`config.mk`:
```
export PLATFORM = sky130hd
export DESIGN_NAME = cpu_status_flags_and_banks
export DESIGN_NICKNAME = d
export VERILOG_FILES = /design/src/core_regs_pkg.sv /design/src/cc_flag_unit.sv /design/src/bank_map.sv /design/src/cpu_status_flags_and_banks.sv
export SDC_FILE = /design/constraint.sdc
export NUM_CORES = 1
export LEC_CHECK = 0
export BUFFER_PORTS_ARGS = -buffer_cell sky130_fd_sc_hd__buf_4
export CAP_MARGIN = 20
export CORE_AREA = 2 2 185 96
export CTS_CLUSTER_SIZE = 12
export DETAILED_ROUTE_END_ITERATION = 8
export DIE_AREA = 0 0 187 98
export HOLD_SLACK_MARGIN = 0.08
export PLACE_DENSITY_LB_ADDON = 0.2
export SYNTH_ARGS = -nofsm -noshare
export SYNTH_HDL_FRONTEND = slang
export SYNTH_HIERARCHICAL = 1
export SYNTH_SLANG_ARGS = --single-unit
```
`constraint.sdc`:
```
create_clock -name i_clk_sys -period 6.22 [get_ports i_clk_sys]
set_input_delay 0.622 -clock i_clk_sys [delete_from_list [all_inputs] [get_ports i_clk_sys]]
set_output_delay 0.622 -clock i_clk_sys [all_outputs]
set_load 0.05 [all_outputs]
```
`src/core_regs_pkg.sv`:
```
// Purpose: Shared constants for the core dedicated register block
// Assumes: 4-bit register index on the plain register port
// Notes:   CONDITION_CODE_BYTE bit positions and region limits are held here only
package core_regs_pkg;
  // Register indices on the software port
  localparam logic [3:0] OFF_INSTR_PTR  = 4'h0;
  localparam logic [3:0] OFF_ACCUM      = 4'h1;
  localparam logic [3:0] OFF_TEMP_ACCUM = 4'h2;
  localparam logic [3:0] OFF_INDEX_PTR  = 4'h3;
  localparam logic [3:0] OFF_EXTRA_PTR  = 4'h4;
  localparam logic [3:0] OFF_STACK_PTR  = 4'h5;
  localparam logic [3:0] OFF_PSW        = 4'h6;
  localparam logic [3:0] OFF_ALU_CMD    = 4'h7;
  localparam logic [3:0] OFF_GPR_SEL    = 4'h8;
  localparam logic [3:0] OFF_GPR_ADDR   = 4'h9;
  localparam logic [3:0] OFF_PROBE      = 4'hA;
  localparam logic [3:0] OFF_REGION     = 4'hB;

  // Condition code byte bit positions
  localparam int CCR_C   = 0;
  localparam int CCR_V   = 1;
  localparam int CCR_Z   = 2;
  localparam int CCR_N   = 3;
  localparam int CCR_IL0 = 4;
  localparam int CCR_IL1 = 5;
  localparam int CCR_I   = 6;
  localparam int CCR_H   = 7;

  // Reset values
  localparam logic [7:0]  CCR_RESET  = 8'h30;
  localparam logic [7:0]  BANK_RESET = 8'h00;
  localparam logic [15:0] WORD_RESET = 16'h0000;
  localparam logic [1:0]  IL_BLOCK   = 2'h3;

  // Arithmetic commands
  localparam logic [2:0] OP_ADD8  = 3'h0;
  localparam logic [2:0] OP_SUB8  = 3'h1;
  localparam logic [2:0] OP_ADD16 = 3'h2;
  localparam logic [2:0] OP_SUB16 = 3'h3;
  localparam logic [2:0] OP_SHL8  = 3'h4;
  localparam logic [2:0] OP_SHR8  = 3'h5;
  localparam logic [2:0] OP_AND8  = 3'h6;

  // Memory regions
  localparam logic [1:0] REGION_IO   = 2'h0;
  localparam logic [1:0] REGION_DATA = 2'h1;
  localparam logic [1:0] REGION_GAP  = 2'h2;
  localparam logic [1:0] REGION_PROG = 2'h3;
  localparam logic [15:0] IO_END_DEF    = 16'h007F;
  localparam logic [15:0] DATA_END_DEF  = 16'h7FFF;
  localparam logic [15:0] PROG_BASE_DEF = 16'h8000;
  localparam logic [15:0] GPR_BASE_DEF  = 16'h0100;
endpackage

```
`src/cc_flag_unit.sv`:
```
// Purpose: Arithmetic result and condition flags for one command
// Assumes: Purely combinational; the caller latches the outputs
// Notes:   Eight-bit commands leave the high byte of the result unchanged
`timescale 1ns/100ps
module cc_flag_unit (
  input  wire logic [15:0] i_a,
  input  wire logic [15:0] i_t,
  input  wire logic [2:0]  i_op,
  output logic      [15:0] o_res,
  output logic             o_h,
  output logic             o_n,
  output logic             o_z,
  output logic             o_v,
  output logic             o_c,
  output logic             o_upd_h,
  output logic             o_upd_c
);
  logic [8:0]  s8;
  logic [16:0] s16;
  logic [4:0]  s4;

  // Result and flags per command
  always_comb
  begin
    s8      = 9'h000;
    s16     = 17'h0_0000;
    s4      = 5'h00;
    o_res   = i_a;
    o_h     = 1'b0;
    o_v     = 1'b0;
    o_c     = 1'b0;
    o_upd_h = 1'b1;
    o_upd_c = 1'b1;
    case (i_op)
      core_regs_pkg::OP_ADD8, core_regs_pkg::OP_SUB8:
      begin
        if (i_op == core_regs_pkg::OP_ADD8)
        begin
          s8 = {1'b0, i_a[7:0]} + {1'b0, i_t[7:0]};
          s4 = {1'b0, i_a[3:0]} + {1'b0, i_t[3:0]};
          o_v = (i_a[7] == i_t[7]) && (s8[7] != i_a[7]);
        end
        else
        begin
          s8 = {1'b0, i_a[7:0]} - {1'b0, i_t[7:0]};
          s4 = {1'b0, i_a[3:0]} - {1'b0, i_t[3:0]};
          o_v = (i_a[7] != i_t[7]) && (s8[7] != i_a[7]);
        end
        o_res = {i_a[15:8], s8[7:0]};
        o_h   = s4[4];
        o_c   = s8[8];
      end
      core_regs_pkg::OP_ADD16, core_regs_pkg::OP_SUB16:
      begin
        if (i_op == core_regs_pkg::OP_ADD16)
        begin
          s16 = {1'b0, i_a} + {1'b0, i_t};
          s4  = {1'b0, i_a[3:0]} + {1'b0, i_t[3:0]};
          o_v = (i_a[15] == i_t[15]) && (s16[15] != i_a[15]);
        end
        else
        begin
          s16 = {1'b0, i_a} - {1'b0, i_t};
          s4  = {1'b0, i_a[3:0]} - {1'b0, i_t[3:0]};
          o_v = (i_a[15] != i_t[15]) && (s16[15] != i_a[15]);
        end
        o_res = s16[15:0];
        o_h   = s4[4];
        o_c   = s16[16];
      end
      core_regs_pkg::OP_SHL8:
      begin
        o_res   = {i_a[15:8], i_a[6:0], 1'b0};
        o_c     = i_a[7];
        o_upd_h = 1'b0;
      end
      core_regs_pkg::OP_SHR8:
      begin
        o_res   = {i_a[15:8], 1'b0, i_a[7:1]};
        o_c     = i_a[0];
        o_upd_h = 1'b0;
      end
      core_regs_pkg::OP_AND8:
      begin
        o_res   = {i_a[15:8], i_a[7:0] & i_t[7:0]};
        o_upd_h = 1'b0;
        o_upd_c = 1'b0;
      end
      default:
      begin
        o_upd_h = 1'b0;
        o_upd_c = 1'b0;
      end
    endcase
  end

  // Sign and zero follow the width of the command
  always_comb
  begin
    if (i_op == core_regs_pkg::OP_ADD16 || i_op == core_regs_pkg::OP_SUB16)
    begin
      o_n = o_res[15];
      o_z = (o_res == 16'h0000);
    end
    else
    begin
      o_n = o_res[7];
      o_z = (o_res[7:0] == 8'h00);
    end
  end
endmodule

```
`src/bank_map.sv`:
```
// Purpose: General register address and memory region decode
// Assumes: Bank number is the low four bits of the bank pointer
// Notes:   Addresses between data end and program base decode as a gap
`timescale 1ns/100ps
module bank_map #(
  parameter logic [15:0] GPR_BASE  = core_regs_pkg::GPR_BASE_DEF,
  parameter logic [15:0] IO_END    = core_regs_pkg::IO_END_DEF,
  parameter logic [15:0] DATA_END  = core_regs_pkg::DATA_END_DEF,
  parameter logic [15:0] PROG_BASE = core_regs_pkg::PROG_BASE_DEF
) (
  input  wire logic [3:0]  i_bank,
  input  wire logic [2:0]  i_index,
  input  wire logic [15:0] i_probe,
  output logic      [15:0] o_gpr_addr,
  output logic      [1:0]  o_region
);
  // Eight registers per bank, banks packed upward from the base
  assign o_gpr_addr = GPR_BASE + {9'h000, i_bank, i_index};

  // I/O lowest, data above it, program at the top
  always_comb
  begin
    if (i_probe <= IO_END)
      o_region = core_regs_pkg::REGION_IO;
    else if (i_probe <= DATA_END)
      o_region = core_regs_pkg::REGION_DATA;
    else if (i_probe >= PROG_BASE)
      o_region = core_regs_pkg::REGION_PROG;
    else
      o_region = core_regs_pkg::REGION_GAP;
  end
endmodule

```
`src/cpu_status_flags_and_banks.sv`:
```
// Purpose: Core dedicated registers, condition codes and bank pointer
// Assumes: Plain register port, read data one cycle after the strobe
// Notes:   Arithmetic commands act on accumulator and temporary accumulator
//
// Behaviour
// - Sixteen-bit instruction pointer holds fetch address
// - Sixteen-bit accumulator; byte commands use low byte
// - Temporary accumulator is second operand, low byte
// - Index, extra and stack pointers, sixteen bits
// - Status word: bank pointer high, condition low
// - Half carry from bit three into four
// - Interrupt enable allows interrupts; reset clears it
// - Level field gates requests; three blocks all
// - Negative flag copies result top bit
// - Zero flag set on zero result
// - Overflow flag on two's complement overflow
// - Carry from bit seven; shifts take shifted bit
// - Sixteen banks of eight byte registers
// - I/O low, data above, program at top
//
// The plain strobed port and the register addresses were left to the implementer.
`timescale 1ns/100ps
module cpu_status_flags_and_banks #(
  parameter logic [15:0] GPR_BASE  = core_regs_pkg::GPR_BASE_DEF,
  parameter logic [15:0] IO_END    = core_regs_pkg::IO_END_DEF,
  parameter logic [15:0] DATA_END  = core_regs_pkg::DATA_END_DEF,
  parameter logic [15:0] PROG_BASE = core_regs_pkg::PROG_BASE_DEF
) (
  input  wire logic        i_clk_sys,
  input  wire logic        i_rst,
  input  wire logic [3:0]  i_addr,
  input  wire logic [15:0] i_wdata,
  input  wire logic        i_wr,
  input  wire logic        i_rd,
  output logic      [15:0] o_rdata,
  input  wire logic        i_fetch_advance,
  input  wire logic        i_irq_req,
  input  wire logic [1:0]  i_irq_level,
  output logic             o_irq_take,
  output logic      [15:0] o_fetch_addr,
  output logic      [15:0] o_gpr_addr,
  output logic      [1:0]  o_region
);
  logic [15:0] instruction_pointer;
  logic [15:0] accum;
  logic [15:0] temp_accum;
  logic [15:0] index_pointer;
  logic [15:0] extra_pointer;
  logic [15:0] stack_top_pointer;
  logic [7:0]  bank_select_pointer;
  logic [7:0]  condition_code_byte;
  logic [2:0]  gpr_index;
  logic [15:0] probe_addr;
  logic [15:0] program_status_word;
  logic [1:0]  interrupt_level_field;
  logic [15:0] alu_res;
  logic        alu_h;
  logic        alu_n;
  logic        alu_z;
  logic        alu_v;
  logic        alu_c;
  logic        alu_upd_h;
  logic        alu_upd_c;
  logic        alu_go;
  logic [15:0] next_rdata;

  // Write strobe decode used by several processes
  function automatic logic wr_hit(input logic [3:0] off);
    wr_hit = i_wr && (i_addr == off);
  endfunction

  assign alu_go = wr_hit(core_regs_pkg::OFF_ALU_CMD);

  // Status word is bank pointer over condition byte
  assign program_status_word   = {bank_select_pointer, condition_code_byte};
  assign interrupt_level_field = {condition_code_byte[core_regs_pkg::CCR_IL1],
                                  condition_code_byte[core_regs_pkg::CCR_IL0]};

  // Arithmetic on the two accumulators
  cc_flag_unit u_flags (
    .i_a     (accum),
    .i_t     (temp_accum),
    .i_op    (i_wdata[2:0]),
    .o_res   (alu_res),
    .o_h     (alu_h),
    .o_n     (alu_n),
    .o_z     (alu_z),
    .o_v     (alu_v),
    .o_c     (alu_c),
    .o_upd_h (alu_upd_h),
    .o_upd_c (alu_upd_c)
  );

  // Bank addressing and region decode
  bank_map #(
    .GPR_BASE  (GPR_BASE),
    .IO_END    (IO_END),
    .DATA_END  (DATA_END),
    .PROG_BASE (PROG_BASE)
  ) u_map (
    .i_bank     (bank_select_pointer[3:0]),
    .i_index    (gpr_index),
    .i_probe    (probe_addr),
    .o_gpr_addr (o_gpr_addr),
    .o_region   (o_region)
  );

  // Fetch address; a software write wins over the step
  always_ff @(posedge i_clk_sys or posedge i_rst)
  begin
    if (i_rst)
      instruction_pointer <= core_regs_pkg::WORD_RESET;
    else if (wr_hit(core_regs_pkg::OFF_INSTR_PTR))
      instruction_pointer <= i_wdata;
    else if (i_fetch_advance)
      instruction_pointer <= instruction_pointer + 16'h0001;
  end

  assign o_fetch_addr = instruction_pointer;

  // Accumulator takes writes or arithmetic results
  always_ff @(posedge i_clk_sys or posedge i_rst)
  begin
    if (i_rst)
      accum <= core_regs_pkg::WORD_RESET;
    else if (wr_hit(core_regs_pkg::OFF_ACCUM))
      accum <= i_wdata;
    else if (alu_go)
      accum <= alu_res;
  end

  // Second operand register
  always_ff @(posedge i_clk_sys or posedge i_rst)
  begin
    if (i_rst)
      temp_accum <= core_regs_pkg::WORD_RESET;
    else if (wr_hit(core_regs_pkg::OFF_TEMP_ACCUM))
      temp_accum <= i_wdata;
  end

  // Address pointers
  always_ff @(posedge i_clk_sys or posedge i_rst)
  begin
    if (i_rst)
    begin
      index_pointer     <= core_regs_pkg::WORD_RESET;
      extra_pointer     <= core_regs_pkg::WORD_RESET;
      stack_top_pointer <= core_regs_pkg::WORD_RESET;
    end
    else
    begin
      if (wr_hit(core_regs_pkg::OFF_INDEX_PTR))
        index_pointer <= i_wdata;
      if (wr_hit(core_regs_pkg::OFF_EXTRA_PTR))
        extra_pointer <= i_wdata;
      if (wr_hit(core_regs_pkg::OFF_STACK_PTR))
        stack_top_pointer <= i_wdata;
    end
  end

  // Bank pointer from the upper half of a status write
  always_ff @(posedge i_clk_sys or posedge i_rst)
  begin
    if (i_rst)
      bank_select_pointer <= core_regs_pkg::BANK_RESET;
    else if (wr_hit(core_regs_pkg::OFF_PSW))
      bank_select_pointer <= i_wdata[15:8];
  end

  // Condition byte: status writes, or flags from a command
  always_ff @(posedge i_clk_sys or posedge i_rst)
  begin
    if (i_rst)
      condition_code_byte <= core_regs_pkg::CCR_RESET;
    else if (wr_hit(core_regs_pkg::OFF_PSW))
      condition_code_byte <= i_wdata[7:0];
    else if (alu_go)
    begin
      condition_code_byte[core_regs_pkg::CCR_N] <= alu_n;
      condition_code_byte[core_regs_pkg::CCR_Z] <= alu_z;
      condition_code_byte[core_regs_pkg::CCR_V] <= alu_v;
      if (alu_upd_h)
        condition_code_byte[core_regs_pkg::CCR_H] <= alu_h;
      if (alu_upd_c)
        condition_code_byte[core_regs_pkg::CCR_C] <= alu_c;
    end
  end

  // Register select and probe address
  always_ff @(posedge i_clk_sys or posedge i_rst)
  begin
    if (i_rst)
    begin
      gpr_index  <= 3'h0;
      probe_addr <= core_regs_pkg::WORD_RESET;
    end
    else
    begin
      if (wr_hit(core_regs_pkg::OFF_GPR_SEL))
        gpr_index <= i_wdata[2:0];
      if (wr_hit(core_regs_pkg::OFF_PROBE))
        probe_addr <= i_wdata;
    end
  end

  // Request taken only if enabled, field not at the blocking level, and of higher priority
  assign o_irq_take = i_irq_req
                   && condition_code_byte[core_regs_pkg::CCR_I]
                   && (interrupt_level_field != core_regs_pkg::IL_BLOCK)
                   && (i_irq_level < interrupt_level_field);

  // Read mux; unmapped indices read as zero
  always_comb
  begin
    case (i_addr)
      core_regs_pkg::OFF_INSTR_PTR:  next_rdata = instruction_pointer;
      core_regs_pkg::OFF_ACCUM:      next_rdata = accum;
      core_regs_pkg::OFF_TEMP_ACCUM: next_rdata = temp_accum;
      core_regs_pkg::OFF_INDEX_PTR:  next_rdata = index_pointer;
      core_regs_pkg::OFF_EXTRA_PTR:  next_rdata = extra_pointer;
      core_regs_pkg::OFF_STACK_PTR:  next_rdata = stack_top_pointer;
      core_regs_pkg::OFF_PSW:        next_rdata = program_status_word;
      core_regs_pkg::OFF_GPR_SEL:    next_rdata = {13'h0000, gpr_index};
      core_regs_pkg::OFF_GPR_ADDR:   next_rdata = o_gpr_addr;
      core_regs_pkg::OFF_PROBE:      next_rdata = probe_addr;
      core_regs_pkg::OFF_REGION:     next_rdata = {14'h0000, o_region};
      default:                       next_rdata = 16'h0000;
    endcase
  end

  // Read data stands only in the cycle after the strobe
  always_ff @(posedge i_clk_sys or posedge i_rst)
  begin
    if (i_rst)
      o_rdata <= 16'h0000;
    else if (i_rd)
      o_rdata <= next_rdata;
    else
      o_rdata <= 16'h0000;
  end

  // Stepping advances the fetch address by one
  ip_step_a: assert property (@(posedge i_clk_sys) disable iff (i_rst)
    (i_fetch_advance && !i_wr) |=> (o_fetch_addr == $past(o_fetch_addr) + 16'h0001))
    else $error("fetch address did not step");

  // Byte commands keep the accumulator high byte
  acc_high_a: assert property (@(posedge i_clk_sys) disable iff (i_rst)
    (alu_go && i_wdata[2:0] != core_regs_pkg::OP_ADD16
            && i_wdata[2:0] != core_regs_pkg::OP_SUB16)
      |=> (accum[15:8] == $past(accum[15:8])))
    else $error("byte command changed high byte");

  // Status word read shows bank pointer over condition byte
  psw_read_a: assert property (@(posedge i_clk_sys) disable iff (i_rst)
    (i_rd && i_addr == core_regs_pkg::OFF_PSW)
      |=> (o_rdata == {$past(bank_select_pointer), $past(condition_code_byte)}))
    else $error("status word read mismatch");

  // Zero flag tracks a byte result
  zero_flag_a: assert property (@(posedge i_clk_sys) disable iff (i_rst)
    (alu_go && i_wdata[2:0] == core_regs_pkg::OP_ADD8)
      |=> (condition_code_byte[core_regs_pkg::CCR_Z] == (accum[7:0] == 8'h00)))
    else $error("zero flag wrong");

  // Negative flag copies the result top bit
  neg_flag_a: assert property (@(posedge i_clk_sys) disable iff (i_rst)
    (alu_go && i_wdata[2:0] == core_regs_pkg::OP_SUB8)
      |=> (condition_code_byte[core_regs_pkg::CCR_N] == accum[7]))
    else $error("negative flag wrong");

  // Left shift carries out the old bit seven
  shift_carry_a: assert property (@(posedge i_clk_sys) disable iff (i_rst)
    (alu_go && i_wdata[2:0] == core_regs_pkg::OP_SHL8)
      |=> (condition_code_byte[core_regs_pkg::CCR_C] == $past(accum[7])))
    else $error("shift carry wrong");

  // Interrupt only when enabled and level permits
  irq_gate_a: assert property (@(posedge i_clk_sys) disable iff (i_rst)
    o_irq_take |-> (condition_code_byte[core_regs_pkg::CCR_I]
                    && interrupt_level_field != core_regs_pkg::IL_BLOCK))
    else $error("interrupt taken while gated");

  // Register address follows bank and index
  gpr_addr_a: assert property (@(posedge i_clk_sys) disable iff (i_rst)
    wr_hit(core_regs_pkg::OFF_GPR_SEL)
      |=> (o_gpr_addr == GPR_BASE + {9'h000, bank_select_pointer[3:0], $past(i_wdata[2:0])}))
    else $error("register address mismatch");

  // Low addresses decode as I/O
  io_region_a: assert property (@(posedge i_clk_sys) disable iff (i_rst)
    (probe_addr <= IO_END) |-> (o_region == core_regs_pkg::REGION_IO))
    else $error("low address not I/O");

  // Reads without a strobe leave the data bus at zero
  rdata_idle_a: assert property (@(posedge i_clk_sys) disable iff (i_rst)
    !i_rd |=> (o_rdata == 16'h0000))
    else $error("read data outside its cycle");

  // A software write lands in the fetch address
  ip_write_a: assert property (@(posedge i_clk_sys) disable iff (i_rst)
    wr_hit(core_regs_pkg::OFF_INSTR_PTR) |=> (o_fetch_addr == $past(i_wdata)))
    else $error("fetch address write lost");

  // Second operand takes its write
  temp_write_a: assert property (@(posedge i_clk_sys) disable iff (i_rst)
    wr_hit(core_regs_pkg::OFF_TEMP_ACCUM) |=> (temp_accum == $past(i_wdata)))
    else $error("second operand write lost");

  // Stack pointer keeps a full word
  stack_write_a: assert property (@(posedge i_clk_sys) disable iff (i_rst)
    wr_hit(core_regs_pkg::OFF_STACK_PTR) |=> (stack_top_pointer == $past(i_wdata)))
    else $error("stack pointer write lost");

  // Bank pointer takes the upper half of a status write
  bank_write_a: assert property (@(posedge i_clk_sys) disable iff (i_rst)
    wr_hit(core_regs_pkg::OFF_PSW) |=> (bank_select_pointer == $past(i_wdata[15:8])))
    else $error("bank pointer write lost");

  // Half carry on a byte add from bit three into four
  half_carry_a: assert property (@(posedge i_clk_sys) disable iff (i_rst)
    (alu_go && i_wdata[2:0] == core_regs_pkg::OP_ADD8)
      |=> (condition_code_byte[core_regs_pkg::CCR_H]
           == (({1'b0, $past(accum[3:0])} + {1'b0, $past(temp_accum[3:0])}) > 5'h0F)))
    else $error("half carry wrong");

  // Byte add overflows when like signs give an unlike sign
  byte_ovf_a: assert property (@(posedge i_clk_sys) disable iff (i_rst)
    (alu_go && i_wdata[2:0] == core_regs_pkg::OP_ADD8)
      |=> (condition_code_byte[core_regs_pkg::CCR_V]
           == (($past(accum[7]) == $past(temp_accum[7])) && (accum[7] != $past(accum[7])))))
    else $error("overflow flag wrong");

  // Byte add carries out of bit seven
  add_carry_a: assert property (@(posedge i_clk_sys) disable iff (i_rst)
    (alu_go && i_wdata[2:0] == core_regs_pkg::OP_ADD8)
      |=> (condition_code_byte[core_regs_pkg::CCR_C]
           == (({1'b0, $past(accum[7:0])} + {1'b0, $past(temp_accum[7:0])}) > 9'h0FF)))
    else $error("add carry wrong");

  // Byte subtract borrows when the subtrahend is larger
  sub_borrow_a: assert property (@(posedge i_clk_sys) disable iff (i_rst)
    (alu_go && i_wdata[2:0] == core_regs_pkg::OP_SUB8)
      |=> (condition_code_byte[core_regs_pkg::CCR_C]
           == ($past(accum[7:0]) < $past(temp_accum[7:0]))))
    else $error("subtract borrow wrong");

  // Addresses from the program base up decode as program
  prog_region_a: assert property (@(posedge i_clk_sys) disable iff (i_rst)
    (probe_addr >= PROG_BASE) |-> (o_region == core_regs_pkg::REGION_PROG))
    else $error("high address not program");
endmodule

```
## Yosys cells after proc, flatten, opt, wreduce, memory -nomap -nowiden

Index checks and enable logic that the tools add are counted.

- Bits in registers: 147
- Bits in latches: 0
- RAM bits: 0
- ROM bits: 0
- Bits of input ports: 28
- Output and inout bits: 51
- Word-level logic and storage cells: 115
- Memories kept: 0

- Add/subtract/negate cells: 8
- $mul: 0
- Div/mod/pow operators: 0
- Order comparisons: 4
- Equal/unequal tests: 26
- Shifts and indexed selects: 0
- Mux-type cells: 29
- Bitwise logic cells: 1
- Reductions and logical operators: 33

Operators with widths:

| operator | number |
|---|---|
| 16-bit case mux with 11 select lines | 1 |
| 16-bit two-way mux | 5 |
| 16-bit case mux with 5 select lines | 1 |
| 16-bit by 16-bit adder with 17-bit output | 1 |
| 1-bit logical AND | 17 |
| 17-bit two-way mux | 1 |
| 16-bit by 16-bit subtractor with 17-bit output | 1 |
| 16-bit by 1-bit adder with 16-bit output (second input constant) | 1 |
| 4-bit by 3-bit equality test with 1-bit output (second input constant) | 4 |
| 4-bit equality test (second input constant) | 4 |
| 16-bit >= comparator (second input constant) | 1 |
| 16-bit by 15-bit less-or-equal comparator with 1-bit output (second input constant) | 1 |
| 16-bit by 7-bit less-or-equal comparator with 1-bit output (second input constant) | 1 |
| 16-bit logical NOT | 1 |
| 1-bit two-way mux | 11 |
| 9-bit by 7-bit adder with 10-bit output (first input constant) | 1 |
| 5-bit two-way mux | 2 |
| 2-bit nonzero test | 5 |
| 8-bit by 8-bit adder with 9-bit output | 1 |
| 3-bit equality test (second input constant) | 3 |
| 9-bit two-way mux | 1 |
| 8-bit by 8-bit subtractor with 9-bit output | 1 |
| 8-bit AND | 1 |
| 4-bit by 2-bit equality test with 1-bit output (second input constant) | 2 |
| other kinds (21) | 33 |

## Logic depth before layout (Yosys ltp)

- Depth after elaboration: 7
- Mapped depth: 14
- Depth with buffers taken out: 14

## Modules after synthesis

Netlist, hierarchy kept.

By module, submodules not included:

| module | times used | cells each | area an instance (um^2) | seq. area each (um^2) |
|---|---|---|---|---|
| cpu_status_flags_and_banks | 1 | 660 | 7459.7 | 3681.0 |
| cc_flag_unit | 1 | 347 | 2429.8 | 0.0 |
| bank_map | 1 | 23 | 151.4 | 0.0 |

## Worst setup path after synthesis

OpenSTA, ideal clock, no wires.

- Kind: reg-to-reg
- From: register accum[0]
- To: register condition_code_byte[2]
- Library setup time: 0.084 ns
- Arrival time: 2.772 ns
- Required time: 6.136 ns
- Slack: 3.364 ns
- Cell stages (with the launch flop): 13
- Path buffers: 0
- Clock period less this slack: 2.856 ns
- Path through: dfrtp_1 ha_1 fa_1 nor2b_1 o21ai_0 nand3_1 a2111oi_2 o21ai_0 a211oi_1 nand4_1 o21ai_1 mux2i_1 o21ai_0

- Longest elaborated chain between the ends: 7
- Elaborated cells between the ends (all ways): 13
- Classes of those cells: add/sub: 4; mux: 6; bitwise: 1; reduce/logical: 2

Ends and longest elaborated chain:

| element | line | text |
|---|---|---|
| from (decl) | cpu_status_flags_and_banks.sv:45 | `logic [15:0] accum;` |
| from (signal assigned) | cpu_status_flags_and_banks.sv:125 | `accum <= core_regs_pkg::WORD_RESET;` |
| from (signal assigned) | cpu_status_flags_and_banks.sv:127 | `accum <= i_wdata;` |
| from (signal assigned) | cpu_status_flags_and_banks.sv:129 | `accum <= alu_res;` |
| 16-bit by 16-bit subtractor with 17-bit output (tied with other cells) | cc_flag_unit.sv:63 | `s16 = {1'b0, i_a} - {1'b0, i_t};` |
| 17-bit two-way mux or 9-bit two-way mux (tied branches) | cc_flag_unit.sv:55, cc_flag_unit.sv:37 |  |
| 16-bit case mux with 5 select lines (*) | cc_flag_unit.sv:34 | `case (i_op)` |
| 16-bit logical NOT or 8-bit logical NOT (tied branches) | cc_flag_unit.sv:103, cc_flag_unit.sv:108 |  |
| 1-bit two-way mux (*) | cc_flag_unit.sv:100 | `if (i_op == core_regs_pkg::OP_ADD16 \|\| i_op == core_regs_pkg::OP_SUB16)` |
| via alu_z | cpu_status_flags_and_banks.sv:59 | `logic alu_z;` |
| 4-bit two-way mux (*) | cpu_status_flags_and_banks.sv:177 | `else if (alu_go)` |
| 4-bit two-way mux (*) | cpu_status_flags_and_banks.sv:175 | `else if (wr_hit(core_regs_pkg::OFF_PSW))` |
| to (signal assigned) | cpu_status_flags_and_banks.sv:174 | `condition_code_byte <= core_regs_pkg::CCR_RESET;` |
| to (signal assigned) | cpu_status_flags_and_banks.sv:176 | `condition_code_byte <= i_wdata[7:0];` |
| to (signal, indexed assignment) | cpu_status_flags_and_banks.sv:179 | `condition_code_byte[core_regs_pkg::CCR_N] <= alu_n;` |
| to (decl) | cpu_status_flags_and_banks.sv:51 | `logic [7:0] condition_code_byte;` |

Mark *: on every way through the listed nets, which the timed path passes. The rest lies on a longest branch. The select of a mux whose other input is x is not followed.
A chain may end at the register's enable or synchronous reset.

## Worst setup path after layout

Ends and elaborated chain as after synthesis.

==> summary.txt <==
STA
  • Number of max-slew violations in the final report: 0
  • Peak Freq: approximately 260 MHz
  • Final critical-path share of the clock period: between 60% and 70%
  • Hold Vio Cnt, Final: 0
  • Worst-case clock skew: 0.0102 ns
  • RSZ-0062 raised after global routing: no
  • Tightest hold margin: about 0.34 ns
  • Sum of negative setup slack: 0 ns
  • Worst-Margin Slew: 1.05 ns
  • Relative slew margins: just under 30%
  • Final number of setup-violating endpoints: 0
  • Shortest period the worst path allows: ~3.9 ns

Pwr
  • Ratio of total power to cell area: about 420 mW/mm²
  • Maximum vdd ir drop: approximately 0.23 mV
  • Leakage power: 4.77 nW

Finish
  • Highest-count cells in the layout ignoring fill and taps: 145 x sky130_fd_sc_hd__dfrtp_1, 111 x sky130_fd_sc_hd__mux2_2, 78 x sky130_fd_sc_hd__buf_4, 75 x sky130_fd_sc_hd__nand2_1, 65 x sky130_fd_sc_hd__a21oi_1
  • Final net count: 1112
  • Filler cell count in the final layout: between 1000 and 1500
  • Share of final-layout standard cells stronger than drive strength 1: 24.5%
  • Diode count: 0
  • Most common library cell in the layout ignoring fill and taps: sky130_fd_sc_hd__dfrtp_1
  • Final cell area excluding filler cells: approximately 0.011 mm²
  • Layout overhead on the synthesized area: 10.4%

Setup path
  • Arrival @ worst endpoint: between 4 and 5 ns
  • Highest fanout seen on the critical path: 7
  • Nature of the critical path startpoint: register
  • Worst Path Class, Setup: register to register
  • Data required time of the worst path: approximately 6.6 ns
  • R2R setup slack: roughly 2.3 ns
  • Critical Path Sink Type: register

Routing
  • Remaining antenna violation count after routing: 0
  • Detailed router's first-iteration violation count: 1287
  • Detailed route wirelength on metal2: roughly 12 mm
  • Pre-Repair DR Iteration Count: 5
  • Drt total wl: between 30 and 40 mm
  • Met3 routed WL: approximately 4.7 mm
  • Count of vias placed by the detailed router: 8738
  • DR DRC count: 0
  • Highest Signal Layer: met4
  • WL per Instance: roughly 25 µm
  • M1 wire length: 14.8 mm
  • Detail-routed via count per cell: about 6.8

Floorplan
  • Number of top-level design ports: 79
  • Placeable core region: ~0.017 mm²
  • Die W: 187 µm
  • Number of placement rows: 34
  • Y dimension of the die: roughly 98 µm
  • Initial cell density of the core: 59.5%
  • Die Area: approximately 0.018 mm²

Synth
  • Number of library cell types mapped by synthesis: 98
  • Asr flop ratio synth: 100%
  • Post-synthesis register bit count: around 150
  • Yosys Warn Count: 6
  • Post-synth EDFFs: 0
  • Avg Synthesized Cell Area: 9.75 µm²
  • Total standard cell area after synthesis: ~0.010 mm²
  • Sequential fraction of the synthesis area: 36.7%
  • Main flop type after synthesis: sky130_fd_sc_hd__dfrtp_1
  • Gate count of the mapped netlist: about 1000

Placed design
  • Port Buf Inserts: 69
  • Final weighted congestion in routability-driven placement: ~0.96
  • Final HPWL from detailed placement: 22.6 mm
  • Post-placement cell area: approximately 0.010 mm²

Clock tree
  • Clock-pin transition on the worst setup and hold timing paths: approximately 0.06 ns
  • Buffer levels on the longest clock path: 2
  • Number of buffers inserted to repair setup after CTS: 0
  • CTS tree: built
  • Hold-fix buffer count after cts: 0
  • Clock network latency to the later pin of the worst-skew pair: 0.43 ns
  • H-tree lvl count: 4
  • Count of instances resized after the clock tree is built: 0
  • Clock root cell: sky130_fd_sc_hd__clkbuf_16
  • Number of clock sinks: ~150
  • TritonCTS Buffers: 17

GRT
  • Overall overflow remaining after global route: 0
  • Antenna violations before repair: 0
  • Overall Global Routing Usage: 35.7%
  • Wire length of the first global-routing pass: 49.6 mm
  • Pin count of the biggest net entering global routing: 85
  • Number of global-route vias before repair: roughly 8100

Job
  • Max-Cap Viols: 0

Hold path
  • Hold WC Path Type: primary input to asynchronous set/reset pin

Status
  • Result of the run: complete, no violations
-- registers in the layout, summed over array words and instances, names as in the netlist --
name                 flops
accum                   16
temp_accum              16
bank_select_pointer      8
o_fetch_addr            16
condition_code_byte      8
extra_pointer           16
o_rdata                 16
stack_top_pointer       16
gpr_index                3
probe_addr              16
index_pointer           16
-- critical path, stage by stage, from the launching register on --
cell                        delay [ns]
sky130_fd_sc_hd__dfrtp_1          0.48
sky130_fd_sc_hd__ha_1             0.29
sky130_fd_sc_hd__fa_1             0.38
sky130_fd_sc_hd__nor2b_1          0.17
sky130_fd_sc_hd__o21ai_0          0.44
sky130_fd_sc_hd__nand3_1          0.29
sky130_fd_sc_hd__a2111oi_2        0.48
sky130_fd_sc_hd__o21ai_0          0.20
sky130_fd_sc_hd__a211oi_1         0.42
sky130_fd_sc_hd__nand4_1          0.23
sky130_fd_sc_hd__o21ai_1          0.20
sky130_fd_sc_hd__mux2i_1          0.09
sky130_fd_sc_hd__o21ai_0          0.15
-- report_power, final --
group / switching, mW / leakage [nW] / internal (mW)
clock: 0.404 / 0.286 / 0.649
combinational: 1.27 / 2.69 / 0.803
sequential: 0.314 / 1.80 / 1.19
total: 1.99 / 4.77 / 2.65
-- cell usage after synthesis (21+ instances only) --
library cell | count | area (µm²)
sky130_fd_sc_hd__a31oi_1 | 24 | 150
sky130_fd_sc_hd__nor2_1 | 53 | 199
sky130_fd_sc_hd__inv_1 | 35 | 131
sky130_fd_sc_hd__o21ai_0 | 52 | 260
sky130_fd_sc_hd__nand2_1 | 75 | 282
sky130_fd_sc_hd__nand3_1 | 28 | 140
sky130_fd_sc_hd__mux2_2 | 111 | 1250
sky130_fd_sc_hd__buf_2 | 35 | 175
sky130_fd_sc_hd__ha_1 | 35 | 438
sky130_fd_sc_hd__a21oi_1 | 65 | 325
sky130_fd_sc_hd__mux2i_1 | 40 | 400
sky130_fd_sc_hd__buf_4 | 21 | 158
sky130_fd_sc_hd__dfrtp_1 | 145 | 3630
-- layout make-up --
class	instances	area, µm²	area share, %
clock buffers	22	464	4.19
repair buffers	80	616	5.55
inverters	36	140	1.26
flip-flops and latches	147	3680	33.2
clock inverters	10	133	1.20
well taps	234	293	2.64
multi-input cells	765	5760	51.9
-- final timing paths --
| kind | startpoint | end | depth (start not counted) |
|---|---|---|---|
| worst max-delay path | accum[0] | condition_code_byte[2] | 12 |
| worst min-delay path | i_rst | extra_pointer[11] | 2 |
| worst max register to register | accum[0] | condition_code_byte[2] | 12 |
| worst min register to register | extra_pointer[9] | extra_pointer[9] | 1 |
| max in group asynchronous | i_rst | accum[3] | 3 |
| min in group i_clk_sys | i_wdata[4] | condition_code_byte[4] | 3 |
-- layer usage --
layer  vias to the layer above  global-route usage, %
li1                       3806                      -
met1                      4312                   56.5
met2                       589                   45.4
met3                        31                   13.8
met4                         0                   6.35
met5                         -                      0
-- cells by family after synthesis --
family | count (synthesis) | synth area share [%]
other | 2 | 0.0748
AND/OR/NAND/NOR | 295 | 16.0
XOR/XNOR | 21 | 1.83
flip-flops | 147 | 36.7
adder cells (fa/ha/maj) | 37 | 4.76
AO/OA/AOI/OAI | 246 | 16.6
multiplexers | 157 | 17.8
buffers and inverters | 125 | 6.28
-- through the flow --
step / util [%] / power (mW) / worst slack (ns) / instances
floorplan: - / 2.97 / 1.65 / 1037
global placement: 61.9 / 3.50 / 2.52 / 1260
detailed placement: 61.9 / 3.51 / 2.39 / 1260
CTS: 65.4 / 4.57 / 2.41 / 1292
global route: 65.6 / 4.87 / 2.02 / 1294
finish: 65.6 / 4.64 / 2.32 / 1294
Note: power is estimated with default switching activity, not from simulation.
